File: config.mk
export PLATFORM = sky130hd
export DESIGN_NAME = scs_clock_select
export DESIGN_NICKNAME = d
export VERILOG_FILES = /design/src/verilog/scs_pkg.sv /design/src/verilog/scs_tick_gen.sv /design/src/verilog/scs_clock_select.sv
export SDC_FILE = /design/constraint.sdc
export NUM_CORES = 1
export LEC_CHECK = 0
export ABC_AREA = 1
export BUFFER_PORTS_ARGS = -buffer_cell sky130_fd_sc_hd__buf_2
export CAP_MARGIN = 20
export CORE_ASPECT_RATIO = 1.2
export CORE_UTILIZATION = 25
export CTS_CLUSTER_SIZE = 14
export DETAILED_ROUTE_END_ITERATION = 10
export HOLD_SLACK_MARGIN = 0.06
export SYNTH_ARGS = -nofsm -noshare
export SYNTH_HDL_FRONTEND = slang
export SYNTH_SLANG_ARGS = --single-unit
File: constraint.sdc
create_clock -name clk -period 1.6 [get_ports clk]
set_input_delay 0.16 -clock clk [delete_from_list [all_inputs] [get_ports clk]]
set_output_delay 0.16 -clock clk [all_outputs]
set_load 0.02 [all_outputs]
File: src/verilog/scs_pkg.sv
/*
 * Package for the system clock select block: register offsets, field
 * positions, reset values, timing figures and the operating mode type.
 * Assumes a single 50 MHz clock and byte addresses from an AXI4-Lite master.
 */
package scs_pkg;

    // ==========================================================
    // clock and timing
    localparam int unsigned CLK_HZ          = 50_000_000;
    localparam int unsigned SLOW_OSC_HZ     = 32_000;
    localparam int unsigned SLOW_TICK_DIV   = CLK_HZ / SLOW_OSC_HZ;       // period half a cycle short, rounds down
    localparam int unsigned FAST_START_NS   = 20_000;
    localparam int unsigned FAST_START_CYC  = (FAST_START_NS * (CLK_HZ / 1_000_000) + 999) / 1000;

    // ==========================================================
    // register map (byte addresses)
    localparam logic [3:0] CLK_SEL_OFFSET   = 4'h0;
    localparam logic [3:0] OSC_CTRL_OFFSET  = 4'h4;

    // ==========================================================
    // field positions
    localparam int unsigned SRC_MSB         = 7;
    localparam int unsigned SRC_LSB         = 5;
    localparam int unsigned KEEP_FAST_BIT   = 1;
    localparam int unsigned KEEP_SLOW_BIT   = 0;
    localparam int unsigned STABLE_BIT      = 1;
    localparam int unsigned ENABLE_BIT      = 0;

    // ==========================================================
    // reset values and encodings
    localparam logic [2:0] SRC_RESET        = 3'h0;
    localparam logic [2:0] SRC_SLOW         = 3'h7;
    localparam logic       KEEP_RESET       = 1'b0;
    localparam logic       ENABLE_RESET     = 1'b1;
    localparam logic [1:0] RESP_OKAY        = 2'h0;
    localparam logic [1:0] RESP_SLVERR      = 2'h2;

    typedef enum logic [2:0] {
        MODE_FAST           = 3'b000,
        MODE_SLOW           = 3'b001,
        MODE_SLEEP          = 3'b010,
        MODE_IDLE_SLOW_ONLY = 3'b011,
        MODE_IDLE_BOTH_OSC  = 3'b100,
        MODE_IDLE_FAST_ONLY = 3'b101
    } scs_mode_type;

endpackage : scs_pkg

File: src/verilog/scs_tick_gen.sv
/*
 * One-cycle tick every PERIOD clocks while run is high; stands for a
 * free-running oscillator edge. Assumes run is synchronous to clk.
 */
`timescale 1ns/1ps
module scs_tick_gen #(
    parameter int unsigned PERIOD = 1562
) (
    input  wire logic clk,
    input  wire logic reset_n,
    input  wire logic run,
    output logic      tick
);
    localparam int unsigned CW = $clog2(PERIOD + 1);

    logic [CW-1:0] count_q;

    // ==========================================================
    // period counter; restarts from zero whenever the oscillator stops
    always_ff @(posedge clk or negedge reset_n) begin
        if (!reset_n) begin
            count_q <= '0;
            tick    <= 1'b0;
        end else if (!run) begin
            count_q <= '0;
            tick    <= 1'b0;
        end else if (count_q == CW'(PERIOD - 1)) begin
            count_q <= '0;
            tick    <= 1'b1;
        end else begin
            count_q <= count_q + CW'(1);
            tick    <= 1'b0;
        end
    end

endmodule : scs_tick_gen

File: src/verilog/scs_clock_select.sv
/*
 * System clock select and fast oscillator control, reached over AXI4-Lite.
 * The fast oscillator is modelled by clk itself; system clock is delivered
 * as a one-cycle enable. Assumes haltPulse/wakeUp come from the CPU core.
 */
`timescale 1ns/1ps
module scs_clock_select
    import scs_pkg::*;
#(
    parameter int unsigned START_CYC = FAST_START_CYC,
    parameter int unsigned SLOW_DIV  = SLOW_TICK_DIV
) (
    input  wire logic        clk,
    input  wire logic        reset_n,
    input  wire logic [3:0]  s_axi_awaddr,
    input  wire logic        s_axi_awvalid,
    output logic             s_axi_awready,
    input  wire logic [31:0] s_axi_wdata,
    input  wire logic [3:0]  s_axi_wstrb,
    input  wire logic        s_axi_wvalid,
    output logic             s_axi_wready,
    output logic [1:0]       s_axi_bresp,
    output logic             s_axi_bvalid,
    input  wire logic        s_axi_bready,
    input  wire logic [3:0]  s_axi_araddr,
    input  wire logic        s_axi_arvalid,
    output logic             s_axi_arready,
    output logic [31:0]      s_axi_rdata,
    output logic [1:0]       s_axi_rresp,
    output logic             s_axi_rvalid,
    input  wire logic        s_axi_rready,
    input  wire logic        haltPulse,
    input  wire logic        wakeUp,
    output logic             sysClkEn_q,
    output logic             fastOscOn_q,
    output logic             slowOscOn_q,
    output scs_mode_type     mode_q
);
    localparam int unsigned SW = $clog2(START_CYC + 1);

    logic [2:0]    srcField_q;
    logic          keepFast_q, keepSlow_q, fastEnable_q, stable_q, halted_q;
    logic [SW-1:0] settle_q;
    logic [5:0]    fastCnt_q;
    logic [2:0]    activeSrc_q;
    logic [3:0]    awAddr_q;
    logic [31:0]   wData_q;
    logic [3:0]    wStrb_q;
    logic          awHave_q, wHave_q, fastRunPrev_q;
    logic          fastRun, slowRun, slowTick, curTick, srcDead, canSwitch, doWrite;
    logic [7:0]    selReg, oscReg;

    // ==========================================================
    // oscillator run conditions during normal run and halt
    assign fastRun = fastEnable_q && !(halted_q && !keepFast_q);
    assign slowRun = !(halted_q && !keepSlow_q);
    assign selReg  = {srcField_q, 3'h0, keepFast_q, keepSlow_q};
    assign oscReg  = {6'h00, stable_q, fastEnable_q};

    scs_tick_gen #(.PERIOD(SLOW_DIV)) slowOsc (
        .clk     (clk),
        .reset_n (reset_n),
        .run     (slowRun),
        .tick    (slowTick)
    );

    // ==========================================================
    // divided fast clock: /2^k ticks when the low k bits are all ones
    function automatic logic divTick(input logic [2:0] sel, input logic [5:0] cnt);
        logic [5:0] mask;
        mask = 6'(((7'h01 << sel) - 7'h01));
        return ((cnt | ~mask) == 6'h3F);
    endfunction : divTick

    always_ff @(posedge clk or negedge reset_n) begin
        if (!reset_n)
            fastCnt_q <= 6'h00;
        else if (fastRun)
            fastCnt_q <= fastCnt_q + 6'h01;
    end

    // current source at a period edge, or it no longer oscillates at all
    assign curTick   = (activeSrc_q == SRC_SLOW) ? slowTick
                     : (fastRun && stable_q && divTick(activeSrc_q, fastCnt_q));
    assign srcDead   = (activeSrc_q == SRC_SLOW) ? !slowRun : !(fastRun && stable_q);
    // a fast target must still be running, or the flag drops just after the handover
    assign canSwitch = (curTick || srcDead) && ((srcField_q == SRC_SLOW) || (stable_q && fastRun));

    // ==========================================================
    // glitch-free handover; a held-off switch keeps the old clock running
    always_ff @(posedge clk or negedge reset_n) begin
        if (!reset_n)
            activeSrc_q <= SRC_RESET;
        else if (activeSrc_q != srcField_q && canSwitch)
            activeSrc_q <= srcField_q;
    end

    // system clock enable: nothing while the CPU is halted
    always_ff @(posedge clk or negedge reset_n) begin
        if (!reset_n)
            sysClkEn_q <= 1'b0;
        else
            sysClkEn_q <= !halted_q && curTick;
    end

    // ==========================================================
    // start-up settling: flag drops on every fast oscillator start
    always_ff @(posedge clk or negedge reset_n) begin
        if (!reset_n) begin
            fastRunPrev_q <= 1'b0;
            settle_q      <= '0;
            stable_q      <= 1'b0;
        end else begin
            fastRunPrev_q <= fastRun;
            if (!fastRun || !fastRunPrev_q) begin
                settle_q <= '0;
                stable_q <= 1'b0;
            end else if (settle_q == SW'(START_CYC - 1)) begin
                stable_q <= 1'b1;
            end else begin
                settle_q <= settle_q + SW'(1);
            end
        end
    end

    // ==========================================================
    // halt and low-power mode selection
    always_ff @(posedge clk or negedge reset_n) begin
        if (!reset_n) begin
            halted_q <= 1'b0;
            mode_q   <= MODE_FAST;
        end else if (!halted_q && haltPulse) begin
            halted_q <= 1'b1;
            unique case ({keepFast_q, keepSlow_q})
                2'b00: mode_q <= MODE_SLEEP;
                2'b01: mode_q <= MODE_IDLE_SLOW_ONLY;
                2'b11: mode_q <= MODE_IDLE_BOTH_OSC;
                2'b10: mode_q <= MODE_IDLE_FAST_ONLY;
            endcase
        end else if (halted_q && wakeUp) begin
            halted_q <= 1'b0;
            mode_q   <= (activeSrc_q == SRC_SLOW) ? MODE_SLOW : MODE_FAST;
        end else if (!halted_q) begin
            mode_q   <= (activeSrc_q == SRC_SLOW) ? MODE_SLOW : MODE_FAST;
        end
    end

    // registered oscillator status outputs
    always_ff @(posedge clk or negedge reset_n) begin
        if (!reset_n) begin
            fastOscOn_q <= 1'b0;
            slowOscOn_q <= 1'b0;
        end else begin
            fastOscOn_q <= fastRun;
            slowOscOn_q <= slowRun;
        end
    end

    // ==========================================================
    // AXI4-Lite write: address and data taken in either order
    assign doWrite = awHave_q && wHave_q && !s_axi_bvalid;
    assign s_axi_awready = !awHave_q && !s_axi_bvalid;
    assign s_axi_wready  = !wHave_q && !s_axi_bvalid;

    always_ff @(posedge clk or negedge reset_n) begin
        if (!reset_n) begin
            awHave_q     <= 1'b0;
            wHave_q      <= 1'b0;
            awAddr_q     <= 4'h0;
            wData_q      <= 32'h0000_0000;
            wStrb_q      <= 4'h0;
            s_axi_bvalid <= 1'b0;
            s_axi_bresp  <= RESP_OKAY;
        end else begin
            if (s_axi_awvalid && s_axi_awready) begin
                awHave_q <= 1'b1;
                awAddr_q <= s_axi_awaddr;
            end
            if (s_axi_wvalid && s_axi_wready) begin
                wHave_q <= 1'b1;
                wData_q <= s_axi_wdata;
                wStrb_q <= s_axi_wstrb;
            end
            if (doWrite) begin
                awHave_q     <= 1'b0;
                wHave_q      <= 1'b0;
                s_axi_bvalid <= 1'b1;
                s_axi_bresp  <= (awAddr_q == CLK_SEL_OFFSET || awAddr_q == OSC_CTRL_OFFSET)
                                ? RESP_OKAY : RESP_SLVERR;
            end else if (s_axi_bvalid && s_axi_bready) begin
                s_axi_bvalid <= 1'b0;
            end
        end
    end

    // register file; only byte lane 0 carries the 8-bit registers
    always_ff @(posedge clk or negedge reset_n) begin
        if (!reset_n) begin
            srcField_q   <= SRC_RESET;
            keepFast_q   <= KEEP_RESET;
            keepSlow_q   <= KEEP_RESET;
            fastEnable_q <= ENABLE_RESET;
        end else if (doWrite && wStrb_q[0]) begin
            if (awAddr_q == CLK_SEL_OFFSET) begin
                srcField_q <= wData_q[SRC_MSB:SRC_LSB];
                keepFast_q <= wData_q[KEEP_FAST_BIT];
                keepSlow_q <= wData_q[KEEP_SLOW_BIT];
            end else if (awAddr_q == OSC_CTRL_OFFSET) begin
                fastEnable_q <= wData_q[ENABLE_BIT];
            end
        end
    end

    // ==========================================================
    // AXI4-Lite read, one outstanding
    assign s_axi_arready = !s_axi_rvalid;

    always_ff @(posedge clk or negedge reset_n) begin
        if (!reset_n) begin
            s_axi_rvalid <= 1'b0;
            s_axi_rdata  <= 32'h0000_0000;
            s_axi_rresp  <= RESP_OKAY;
        end else if (s_axi_arvalid && s_axi_arready) begin
            s_axi_rvalid <= 1'b1;
            s_axi_rresp  <= RESP_OKAY;
            if (s_axi_araddr == CLK_SEL_OFFSET)
                s_axi_rdata <= {24'h000000, selReg};
            else if (s_axi_araddr == OSC_CTRL_OFFSET)
                s_axi_rdata <= {24'h000000, oscReg};
            else begin
                s_axi_rdata <= 32'h0000_0000;
                s_axi_rresp <= RESP_SLVERR;
            end
        end else if (s_axi_rvalid && s_axi_rready) begin
            s_axi_rvalid <= 1'b0;
        end
    end
endmodule : scs_clock_select

==> results of run 1 <==
==> final cells by class <==
class | count | area, um2 | share of cell area
sequential | 66 | 1655 | 0.3959
multi-input combinational | 242 | 1395 | 0.3336
timing repair buffer | 69 | 445.4 | 0.1065
clock buffer | 11 | 252.7 | 0.06044
tap | 164 | 205.2 | 0.04907
inverter | 47 | 176.4 | 0.04219
clock inverter | 4 | 51.30 | 0.01227
==> metrics by stage <==
step | hold slack (ns) | cells | utilization | instance area, um2 | setup slack (ns)
2_1_floorplan | -0.1356 | 386 | - | 3398 | -0.02450
3_3_place_gp | 0.1327 | 575 | 0.2911 | 3704 | -0.1262
3_5_place_dp | 0.1378 | 575 | 0.2911 | 3704 | -0.1590
4_1_cts | 0.06038 | 598 | 0.3208 | 4083 | -0.1464
5_1_grt | 0.06638 | 603 | 0.3286 | 4182 | -0.2709
6_report | 0.06261 | 603 | 0.3286 | 4182 | -0.1661
==> power groups by stage <==
stage	clock network (mW)	logic (mW)	registers, mW
final	1.97	1.83	2.39
after global routing	2.09	2.06	2.44
after CTS	2.01	1.73	2.38
after detailed placement	0	1.69	2.40
after global placement	0	1.64	2.39
after floorplan	0	1.15	2.41
==> worst max-delay path: stages (launching register included) <==
cell and delay [ns]:
dfrtp_2 0.40, inv_2 0.05, nor2_2 0.11, nand2_1 0.10, ha_4 0.27, nor2_2 0.03, nor2_1 0.08, nand3_1 0.09
nor2_2 0.13, nand3_2 0.11, nand3_4 0.11, nand2_4 0.06, nand2_1 0.06, nand2_1 0.05
==> how the worst max path moves through the flow <==
stage | end | slack [ns]
after floorplan | activeSrc_q[0] | -0.02
after global placement | activeSrc_q[0] | -0.13
after detailed placement | activeSrc_q[0] | -0.16
after CTS | activeSrc_q[0] | -0.15
after global routing | activeSrc_q[2] | -0.27
final | activeSrc_q[0] | -0.17
==> routing by layer <==
metal | GRT usage | vias up | wire length [um]
met2 | 0.1822 | 47 | 3259
met4 | 0.06608 | 0 | 197
met3 | 0.01990 | 14 | 163
met1 | 0.1162 | 1212 | 2819
li1 | - | 1260 | -
met5 | 0 | - | 0
==> cells by family (layout without fill, tap and decap cells) <==
group           after synthesis  after routing  synth area share
other cells                   1             29          0.001140
mux                           6              6           0.02055
flops                        66             66            0.5027
simple gates                136            136            0.1960
xor+xnor                     10             10           0.02664
compound gates               52             52           0.09438
fa+ha+maj                     9              9           0.03425
buf+inv                      78            131            0.1244
==> sequential cells by signal, summed over array words and instances, names as in the netlist, 3 cells and up <==
name	count
activeSrc_q	3
awAddr_q	4
fastCnt_q	6
mode_q	3
s_axi_rdata	5
settle_q	10
slowOsc.count_q	11
srcField_q	3
wData_q	5
==> layout by cell type, fill, tap and decap left out, drive strengths merged <==
cell type,count
conb,29
a31oi,1
o211ai,1
dfrtp,65
a21oi,23
or2,2
nor4,3
o21bai,1
clkinvlp,1
a211oi,1
o32ai,2
nand3,24
ha,9
clkbuf,11
nor3,7
and3,1
buf,63
nor3b,1
dfstp,1
nand2,50
o22ai,1
nand4,6
clkinv,2
bufinv,1
nor2,41
xor2,5
o21ai,21
o21a,1
xnor2,5
mux2,6
inv,47
nand3b,1
dlygate4sd3,6
==> cells in the mapped netlist (4+ instances only) <==
library cell | n | area (um2)
inv_1 | 44 | 165.2
dfrtp_1 | 65 | 1627
a21oi_1 | 22 | 110.1
nand4_1 | 6 | 37.54
nand3_1 | 20 | 100.1
xnor2_1 | 5 | 43.79
nand3_2 | 4 | 40.04
o21ai_0 | 21 | 105.1
nor3_1 | 5 | 25.02
ha_1 | 9 | 112.6
xor2_1 | 5 | 43.79
buf_4 | 29 | 217.7
nand2_1 | 47 | 176.4
nor2_1 | 39 | 146.4
mux2_2 | 6 | 67.56
==> repair_timing <==
action / 4_1_cts / 5_1_grt
buffers inserted: 2 / 5
hold endpoints to repair: 18 / 0
pin swaps: 0 / 10
hold buffers: 6 / 0
endpoints found under the setup margin: 4 / 7
resized for setup: 0 / 15
==> impl_metrics.json, run 1 <==
{
  "htreeDepth": 3,
  "rr_endpoint": "activeSrc_q[0]",
  "vias_per_cell": 4.201,
  "grt_usage": 0.1045,
  "powerDensity_nw_per_um2": 1481,
  "synth.cell_area_um2": 3288,
  "drive_gt1_frac": 0.2620,
  "startpoint": "activeSrc_q[0]",
  "async_flop_share": 1.000,
  "ys_warn_count": 0,
  "slew_violations": 0,
  "rr_startpoint": "activeSrc_q[0]",
  "row_count": 45,
  "whs_path_depth": 2,
  "worstPathMaxFanout": 4,
  "setup_ws_ns": -0.1661,
  "fin_crit_sh": 1.104,
  "nets": 497,
  "antenna_found_initial": 0,
  "areaGrowthSynthToFinish_pct": 27.17,
  "violations": "setup timing",
  "die_area_um2": 13620,
  "grt_pass1_wl_mm": 11.22,
  "period_needed_ns": 1.766,
  "crit_required_ns": 1.82,
  "routed_wl_mm": 6.440,
  "grt_setup_unrepaired": "yes",
  "ant_nets": 0,
  "gp_congestion": 0.8187,
  "yosys_most_used_dff": "dfrtp_1",
  "numPortBuffers": 40,
  "crit_type": "reg -> reg",
  "grt_max_degree": 28,
  "clk_pin_slew_ns": 0.05,
  "worstHoldStart": "s_axi_wdata[5]",
  "p_leak_nw": 2.003,
  "netSwitchingFraction": 0.3333,
  "dp_hpwl_mm": 4.824,
  "core_um2": 12720,
  "cp-end-kind": "flop",
  "hp-class": "in -> reg",
  "clock_power_share": 0.319,
  "dr.pass1.iters": 4,
  "power_mw": 6.195,
  "finalSetupTns_ns": -0.6335,
  "report.final.setup_viol": 4,
  "ios": 100,
  "finClkSkew_ns": 0.006495,
  "ir_drop_mv": 0.7832,
  "worst_setup_path_start_kind": "flop",
  "clk_latency_ns": 0.33,
  "seq_power_share": 0.385,
  "cp.arrival_ns": 1.98,
  "vias": 2533,
  "die_h_um": 127.6,
  "power_frac_comb": 0.296,
  "netlist_instances": 358,
  "synth_edf_count": 0,
  "remaining_drc_errors": 0,
  "internal_power_mw": 4.130,
  "grt_overflow_total": 0,
  "finalHoldViolCount": 0,
  "die_x_um": 106.7,
  "r2r_setup_slack_ns": -0.17,
  "clock-root-buffer": "clkbuf_16",
  "clock_path_buffers": 2,
  "num-fill-cells": 1333,
  "drt_iter0_drc": 148,
  "drv_cap": 0,
  "tritoncts": "done",
  "antennaDiodeCount": 0,
  "ys_seq_elements": 66,
  "synth.distinct_cells": 38,
  "syn_area_per_cell_um2": 9.185,
  "reg2reg_depth": 13,
  "worstHoldEndpoint": "wData_q[5]",
  "grt_pass1_vias": 2565,
  "cts_sinks": 66,
  "routedWlPerCell_um": 10.68,
  "cts_made_buffers": 9,
  "status": "complete, but fails checks",
  "max_freq_mhz": 566.2,
  "yosysSeqAreaShare": 0.5027,
  "start_util": 0.2584,
  "p_sw_mw": 2.064
}
No activity file was read; power rests on OpenSTA's default activity.
==> inputs of run 2 (changes only) <==
--- a/config.mk
+++ b/config.mk
@@ -5,7 +5,6 @@
 export SDC_FILE = /design/constraint.sdc
 export NUM_CORES = 1
 export LEC_CHECK = 0
-export ABC_AREA = 1
 export BUFFER_PORTS_ARGS = -buffer_cell sky130_fd_sc_hd__buf_2
 export CAP_MARGIN = 20
 export CORE_ASPECT_RATIO = 1.2
==> impl_metrics.json, run 2 <==
{
  "status": "complete, but fails checks",
  "violations": "setup timing",
  "async_flop_share": 1.000,
  "remaining_drc_errors": 0,
  "ir_drop_mv": 0.6019,
  "clk_latency_ns": 0.33,
  "netSwitchingFraction": 0.2926,
  "clk_pin_slew_ns": 0.06,
  "ys_top_cells_by_count": "dfrtp_1, nor2_1, buf_4",
  "internal_power_mw": 4.465,
  "dp_hpwl_mm": 5.081,
  "cp-end-kind": "flop",
  "cts_made_buffers": 9,
  "routed_wl_mm": 7.061,
  "grt_pass1_vias": 2583,
  "ios": 100,
  "cp.arrival_ns": 2.17,
  "finalHoldViolCount": 0,
  "die_x_um": 107.3,
  "htreeDepth": 3,
  "grt_setup_unrepaired": "yes",
  "grt_pass1_wl_mm": 11.79,
  "gp_congestion": 0.8028,
  "ant_nets": 0,
  "crit_required_ns": 1.80,
  "nets": 470,
  "setup_ws_ns": -0.3750,
  "slew_violations": 0,
  "die_h_um": 128.4,
  "period_needed_ns": 1.975,
  "report.final.setup_viol": 21,
  "numPortBuffers": 40,
  "powerDensity_nw_per_um2": 1394,
  "synth.largest_area_cell": "dfrtp_1",
  "r2r_setup_slack_ns": -0.37,
  "yosys-top-cells-area": "dfrtp_1, buf_4, mux2_2",
  "yosysSeqAreaShare": 0.4966,
  "hp-class": "in -> reg",
  "vias": 2531,
  "ys_warn_count": 0,
  "tritoncts": "done",
  "drv_cap": 0,
  "fin_util": 0.3527,
  "vias_per_cell": 4.386,
  "routedWlPerCell_um": 12.24,
  "worst_setup_path_start_kind": "flop",
  "final_cell_mix": "dfrtp_1, buf_2, buf_4, conb_1, nand2_1",
  "largest_register": "slowOsc.count_q",
  "netlist_instances": 314,
  "reg_top3": "slowOsc.count_q: 11 flops, settle_q: 10 flops, fastCnt_q: 6 flops",
  "synth.most_common_cell": "dfrtp_1",
  "seq_power_share": 0.364,
  "largest_reg_flops": 11,
  "layout_commonest_cell": "dfrtp_1",
  "antennaDiodeCount": 0,
  "ys_seq_elements": 66,
  "dr.pass1.iters": 4,
  "grt_overflow_total": 0,
  "max_freq_mhz": 506.3,
  "yosys_most_used_dff": "dfrtp_1",
  "drive_gt1_frac": 0.3826,
  "drt_iter0_drc": 68,
  "cts_sinks": 66,
  "grt_usage": 0.1098,
  "die_area_um2": 13780,
  "core_um2": 12840,
  "synth_edf_count": 0,
  "clock-root-buffer": "clkbuf_16",
  "synth.cell_area_um2": 3328,
  "start_util": 0.2593,
  "syn_area_per_cell_um2": 10.60,
  "synth.distinct_cells": 49,
  "fin_crit_sh": 1.234,
  "worstPathMaxFanout": 5,
  "antenna_found_initial": 0,
  "power_frac_comb": 0.271,
  "yosysTopAreaCellShare": 0.4887,
  "finClkSkew_ns": 0.006804,
  "grt_max_degree": 33,
  "crit_type": "reg -> reg",
  "clock_path_buffers": 2,
  "row_count": 45,
  "hold_ws_ns": 0.07142,
  "areaGrowthSynthToFinish_pct": 36.05,
  "clock_power_share": 0.364,
  "p_sw_mw": 1.847,
  "p_leak_nw": 2.106
}
-- run 2: cell types whose count changed in the layout (fill, tap and decap cells not counted), sizes merged, moves of 14 or more --
cell	previous run	this run
nand3	24	10
buf	63	85
a21oi	23	6
nand2	50	23
inv	47	11
-- run 2: path summary, 6_finish.rpt --
check	startpoint	end	cells after the start
setup / recovery	activeSrc_q[1]	activeSrc_q[2]	8
hold / removal	s_axi_wstrb[0]	wStrb_q[0]	2
hold reg to reg	fastCnt_q[5]	fastCnt_q[5]	1
min in group asynchronous	reset_n	slowOscOn_q	2
max in group asynchronous	reset_n	fastEnable_q	3
setup reg to reg	activeSrc_q[1]	activeSrc_q[2]	8
-- run 2: what timing repair did --
item	4_1_cts	5_1_grt
hold buffers	7	0
gates resized for setup	19	18
endpoints found under the setup margin	21	29
pin swaps	6	4
endpoints found under the hold margin	17	0
setup buffers	3	1
-- run 2: per-layer routing --
metal  routed length (um)  share of wire  vias to the layer above  global-route usage
li1                     -              -                     1207                   -
met1                 2999           0.42                     1240              0.1211
met2                 3587           0.51                       69              0.1894
met3                  292          0.041                       15             0.02685
met4                  182          0.026                        0             0.06849
met5                    0              0                        -                   0
-- run 2: stage by stage --
stage / cell area [um2] / TNS, ns / power, mW / instances / setup WS (ns)
floorplan: 3467 / -2.840 / 3.275 / 342 / -0.3956
global placement: 3933 / -2.617 / 3.817 / 550 / -0.3034
detailed placement: 3933 / -2.973 / 3.882 / 550 / -0.3556
CTS: 4442 / -2.831 / 6.319 / 576 / -0.3516
global route: 4528 / -4.193 / 6.660 / 577 / -0.4478
finish: 4528 / -2.943 / 6.312 / 577 / -0.3750
-- run 2: worst max-delay path: stages (launching register included) --
cell      delay [ns]
dfrtp_2         0.44
nor3_4          0.21
inv_2           0.07
ha_4            0.26
o22ai_2         0.07
or3_4           0.36
buf_6           0.13
o211ai_1        0.19
nand3_1         0.11
-- run 2: cells by family (layout without fill, tap and decap cells) --
logic type               count (synthesis)  in the layout  share of synthesized area
buffers and inverters                   48            119                    0.09323
AND/OR/NAND/NOR                        110            110                     0.1707
adder cells (fa/ha/maj)                  9              9                    0.03384
other                                    1             29                   0.001127
AO/OA/AOI/OAI                           38             38                    0.08008
multiplexers                            20             20                    0.06654
flip-flops                              66             66                     0.4966
XOR/XNOR                                22             22                    0.05789
-- run 2: power groups by stage --
stage / Combinational [mW] / Sequential, mW / Clock, mW
6_report: 1.71 / 2.30 / 2.30
5_1_grt: 1.87 / 2.35 / 2.44
4_1_cts: 1.67 / 2.30 / 2.35
3_5_place_dp: 1.56 / 2.33 / 0
3_3_place_gp: 1.51 / 2.31 / 0
2_1_floorplan: 0.875 / 2.40 / 0
-- run 2: layout make-up --
cell class	count	area (um2)
clock buffer	10	239.0
clock inverter	6	113.9
fill	1242	8309
inverter	11	41.29
multi-input combinational	228	1622
sequential	66	1655
tap	164	205.2
timing repair buffer	92	651.9
==> inputs of run 3 (changes only) <==
--- a/config.mk
+++ b/config.mk
@@ -9,6 +9,8 @@
 export CAP_MARGIN = 20
 export CORE_ASPECT_RATIO = 1.2
 export CORE_UTILIZATION = 25
+export CTS_BUF_LIST = sky130_fd_sc_hd__clkbuf_2 sky130_fd_sc_hd__clkbuf_4 sky130_fd_sc_hd__clkbuf_8
+export CTS_CLUSTER_DIAMETER = 200
 export CTS_CLUSTER_SIZE = 14
 export DETAILED_ROUTE_END_ITERATION = 10
 export HOLD_SLACK_MARGIN = 0.06
==> impl_metrics.json, run 3 (synthesis gave the netlist of run 2 again) <==
{
  "drive_gt1_frac": 0.3747,
  "cp-end-kind": "flop",
  "powerDensity_nw_per_um2": 1292,
  "htreeDepth": 3,
  "dr.pass1.iters": 4,
  "worstMarginPinSlew_ns": 0.6737,
  "fin_crit_sh": 1.232,
  "cts_sinks": 66,
  "grt_max_degree": 33,
  "period_needed_ns": 1.972,
  "largest_reg_flops": 11,
  "seq_power_share": 0.399,
  "wl_met2_mm": 3.543,
  "dp_slack_ns": -0.3556,
  "p_leak_nw": 2.088,
  "dp_hpwl_mm": 5.081,
  "finalSetupTns_ns": -2.760,
  "final_cell_mix": "dfrtp_1, buf_2, buf_4, conb_1, nand2_1",
  "antennaDiodeCount": 0,
  "antenna_found_initial": 0,
  "setup_ws_ns": -0.3718,
  "max_slew_margin": 0.5478,
  "numPortBuffers": 40,
  "max_freq_mhz": 507.2,
  "grt_pass1_vias": 2566,
  "ios": 100,
  "finalHoldViolCount": 0,
  "grt_setup_unrepaired": "yes",
  "num-fill-cells": 1254,
  "wl_met3_um": 249,
  "hp-class": "in -> reg",
  "status": "complete, but fails checks",
  "drv_cap": 0,
  "power_frac_comb": 0.298,
  "slew_violations": 0,
  "clock_path_buffers": 2,
  "gp_congestion": 0.8028,
  "crit_type": "reg -> reg",
  "ir_drop_mv": 0.5500,
  "internal_power_mw": 3.995,
  "tritoncts": "done",
  "worstPathMaxFanout": 5,
  "violations": "setup timing",
  "routed_wl_mm": 6.976,
  "die_x_um": 107.3,
  "cts_made_buffers": 9,
  "nets": 476,
  "vias_per_cell": 4.295,
  "remaining_drc_errors": 0,
  "worst_setup_path_start_kind": "flop",
  "row_count": 45,
  "netSwitchingFraction": 0.3132,
  "die_h_um": 128.4,
  "highest_layer": "met4",
  "start_util": 0.2593,
  "report.final.setup_viol": 21,
  "layout_commonest_cell": "dfrtp_1",
  "crit_required_ns": 1.82,
  "drt_iter0_drc": 59,
  "clock_power_share": 0.303,
  "reg_top3": "slowOsc.count_q: 11 flops, settle_q: 10 flops, fastCnt_q: 6 flops",
  "clk_latency_ns": 0.35,
  "ant_nets": 0,
  "grt_usage": 0.1092,
  "clk_pin_slew_ns": 0.07,
  "grt_overflow_total": 0,
  "clock-root-buffer": "clkbuf_8",
  "die_area_um2": 13780,
  "p_sw_mw": 1.822,
  "cp.arrival_ns": 2.19,
  "met1_length_mm": 3.054,
  "finClkSkew_ns": 0.01254,
  "largest_register": "slowOsc.count_q",
  "grt_pass1_wl_mm": 11.65,
  "vias": 2504,
  "routedWlPerCell_um": 11.97,
  "areaGrowthSynthToFinish_pct": 35.30,
  "core_um2": 12840
}
run 3: final cells by class:
class | instances | area [um2] | area share
inverters | 11 | 41.29 | 0.009169
clock inverters | 6 | 113.9 | 0.02528
well taps | 164 | 205.2 | 0.04557
multi-input cells | 228 | 1638 | 0.3637
repair buffers | 98 | 711.9 | 0.1581
clock buffers | 10 | 137.6 | 0.03056
flip-flops and latches | 66 | 1655 | 0.3676
run 3: critical path, stage by stage, from the launching register on:
cell	delay (ns)
dfrtp_2	0.44
nor3_4	0.21
inv_2	0.07
ha_4	0.26
o22ai_2	0.07
or3_4	0.36
buf_6	0.13
o211ai_1	0.18
nand3_1	0.11
run 3: stage by stage:
stage	total power, mW	utilization	cell area (um2)	std cells	hold WS, ns
after floorplan	3.275	-	3467	342	-0.1356
after global placement	3.817	0.3063	3933	550	0.09881
after detailed placement	3.882	0.3063	3933	550	0.1028
after CTS	5.777	0.3428	4400	582	0.08878
after global routing	6.155	0.3508	4503	583	0.1436
final	5.817	0.3508	4503	583	0.1041
run 3: power groups by stage:
stage | combinational, mW | sequential (mW) | clock, mW
5_1_grt | 1.89 | 2.37 | 1.89
4_1_cts | 1.68 | 2.30 | 1.80
3_5_place_dp | 1.56 | 2.33 | 0
6_report | 1.73 | 2.32 | 1.76
3_3_place_gp | 1.51 | 2.31 | 0
2_1_floorplan | 0.875 | 2.40 | 0
run 3: what timing repair did:
| item | in CTS | in global routing |
|---|---|---|
| resized for setup | 19 | 20 |
| pin swaps | 6 | 7 |
| endpoints found under the hold margin | 45 | 0 |
| cloned | 0 | 0 |
| endpoints found under the setup margin | 21 | 30 |
| hold buffers | 13 | 0 |
| setup buffers | 3 | 2 |
run 3: layer usage:
layer  global-route usage  up-vias
met1               0.1250     1210
li1                     -     1221
met4              0.05157        0
met5                    0        -
met2               0.1879       64
met3              0.03090        9
run 3: final timing paths:
kind	start	endpoint	slack, ns	cells past startpoint
max	activeSrc_q[1]	activeSrc_q[2]	-0.37	8
min	haltPulse	mode_q[1]	0.10	3
max reg2reg	activeSrc_q[1]	activeSrc_q[2]	-0.37	8
min reg2reg	fastCnt_q[5]	fastCnt_q[5]	0.48	1
max in group asynchronous	reset_n	fastEnable_q	0.83	3
min in group asynchronous	reset_n	awAddr_q[0]	0.25	2
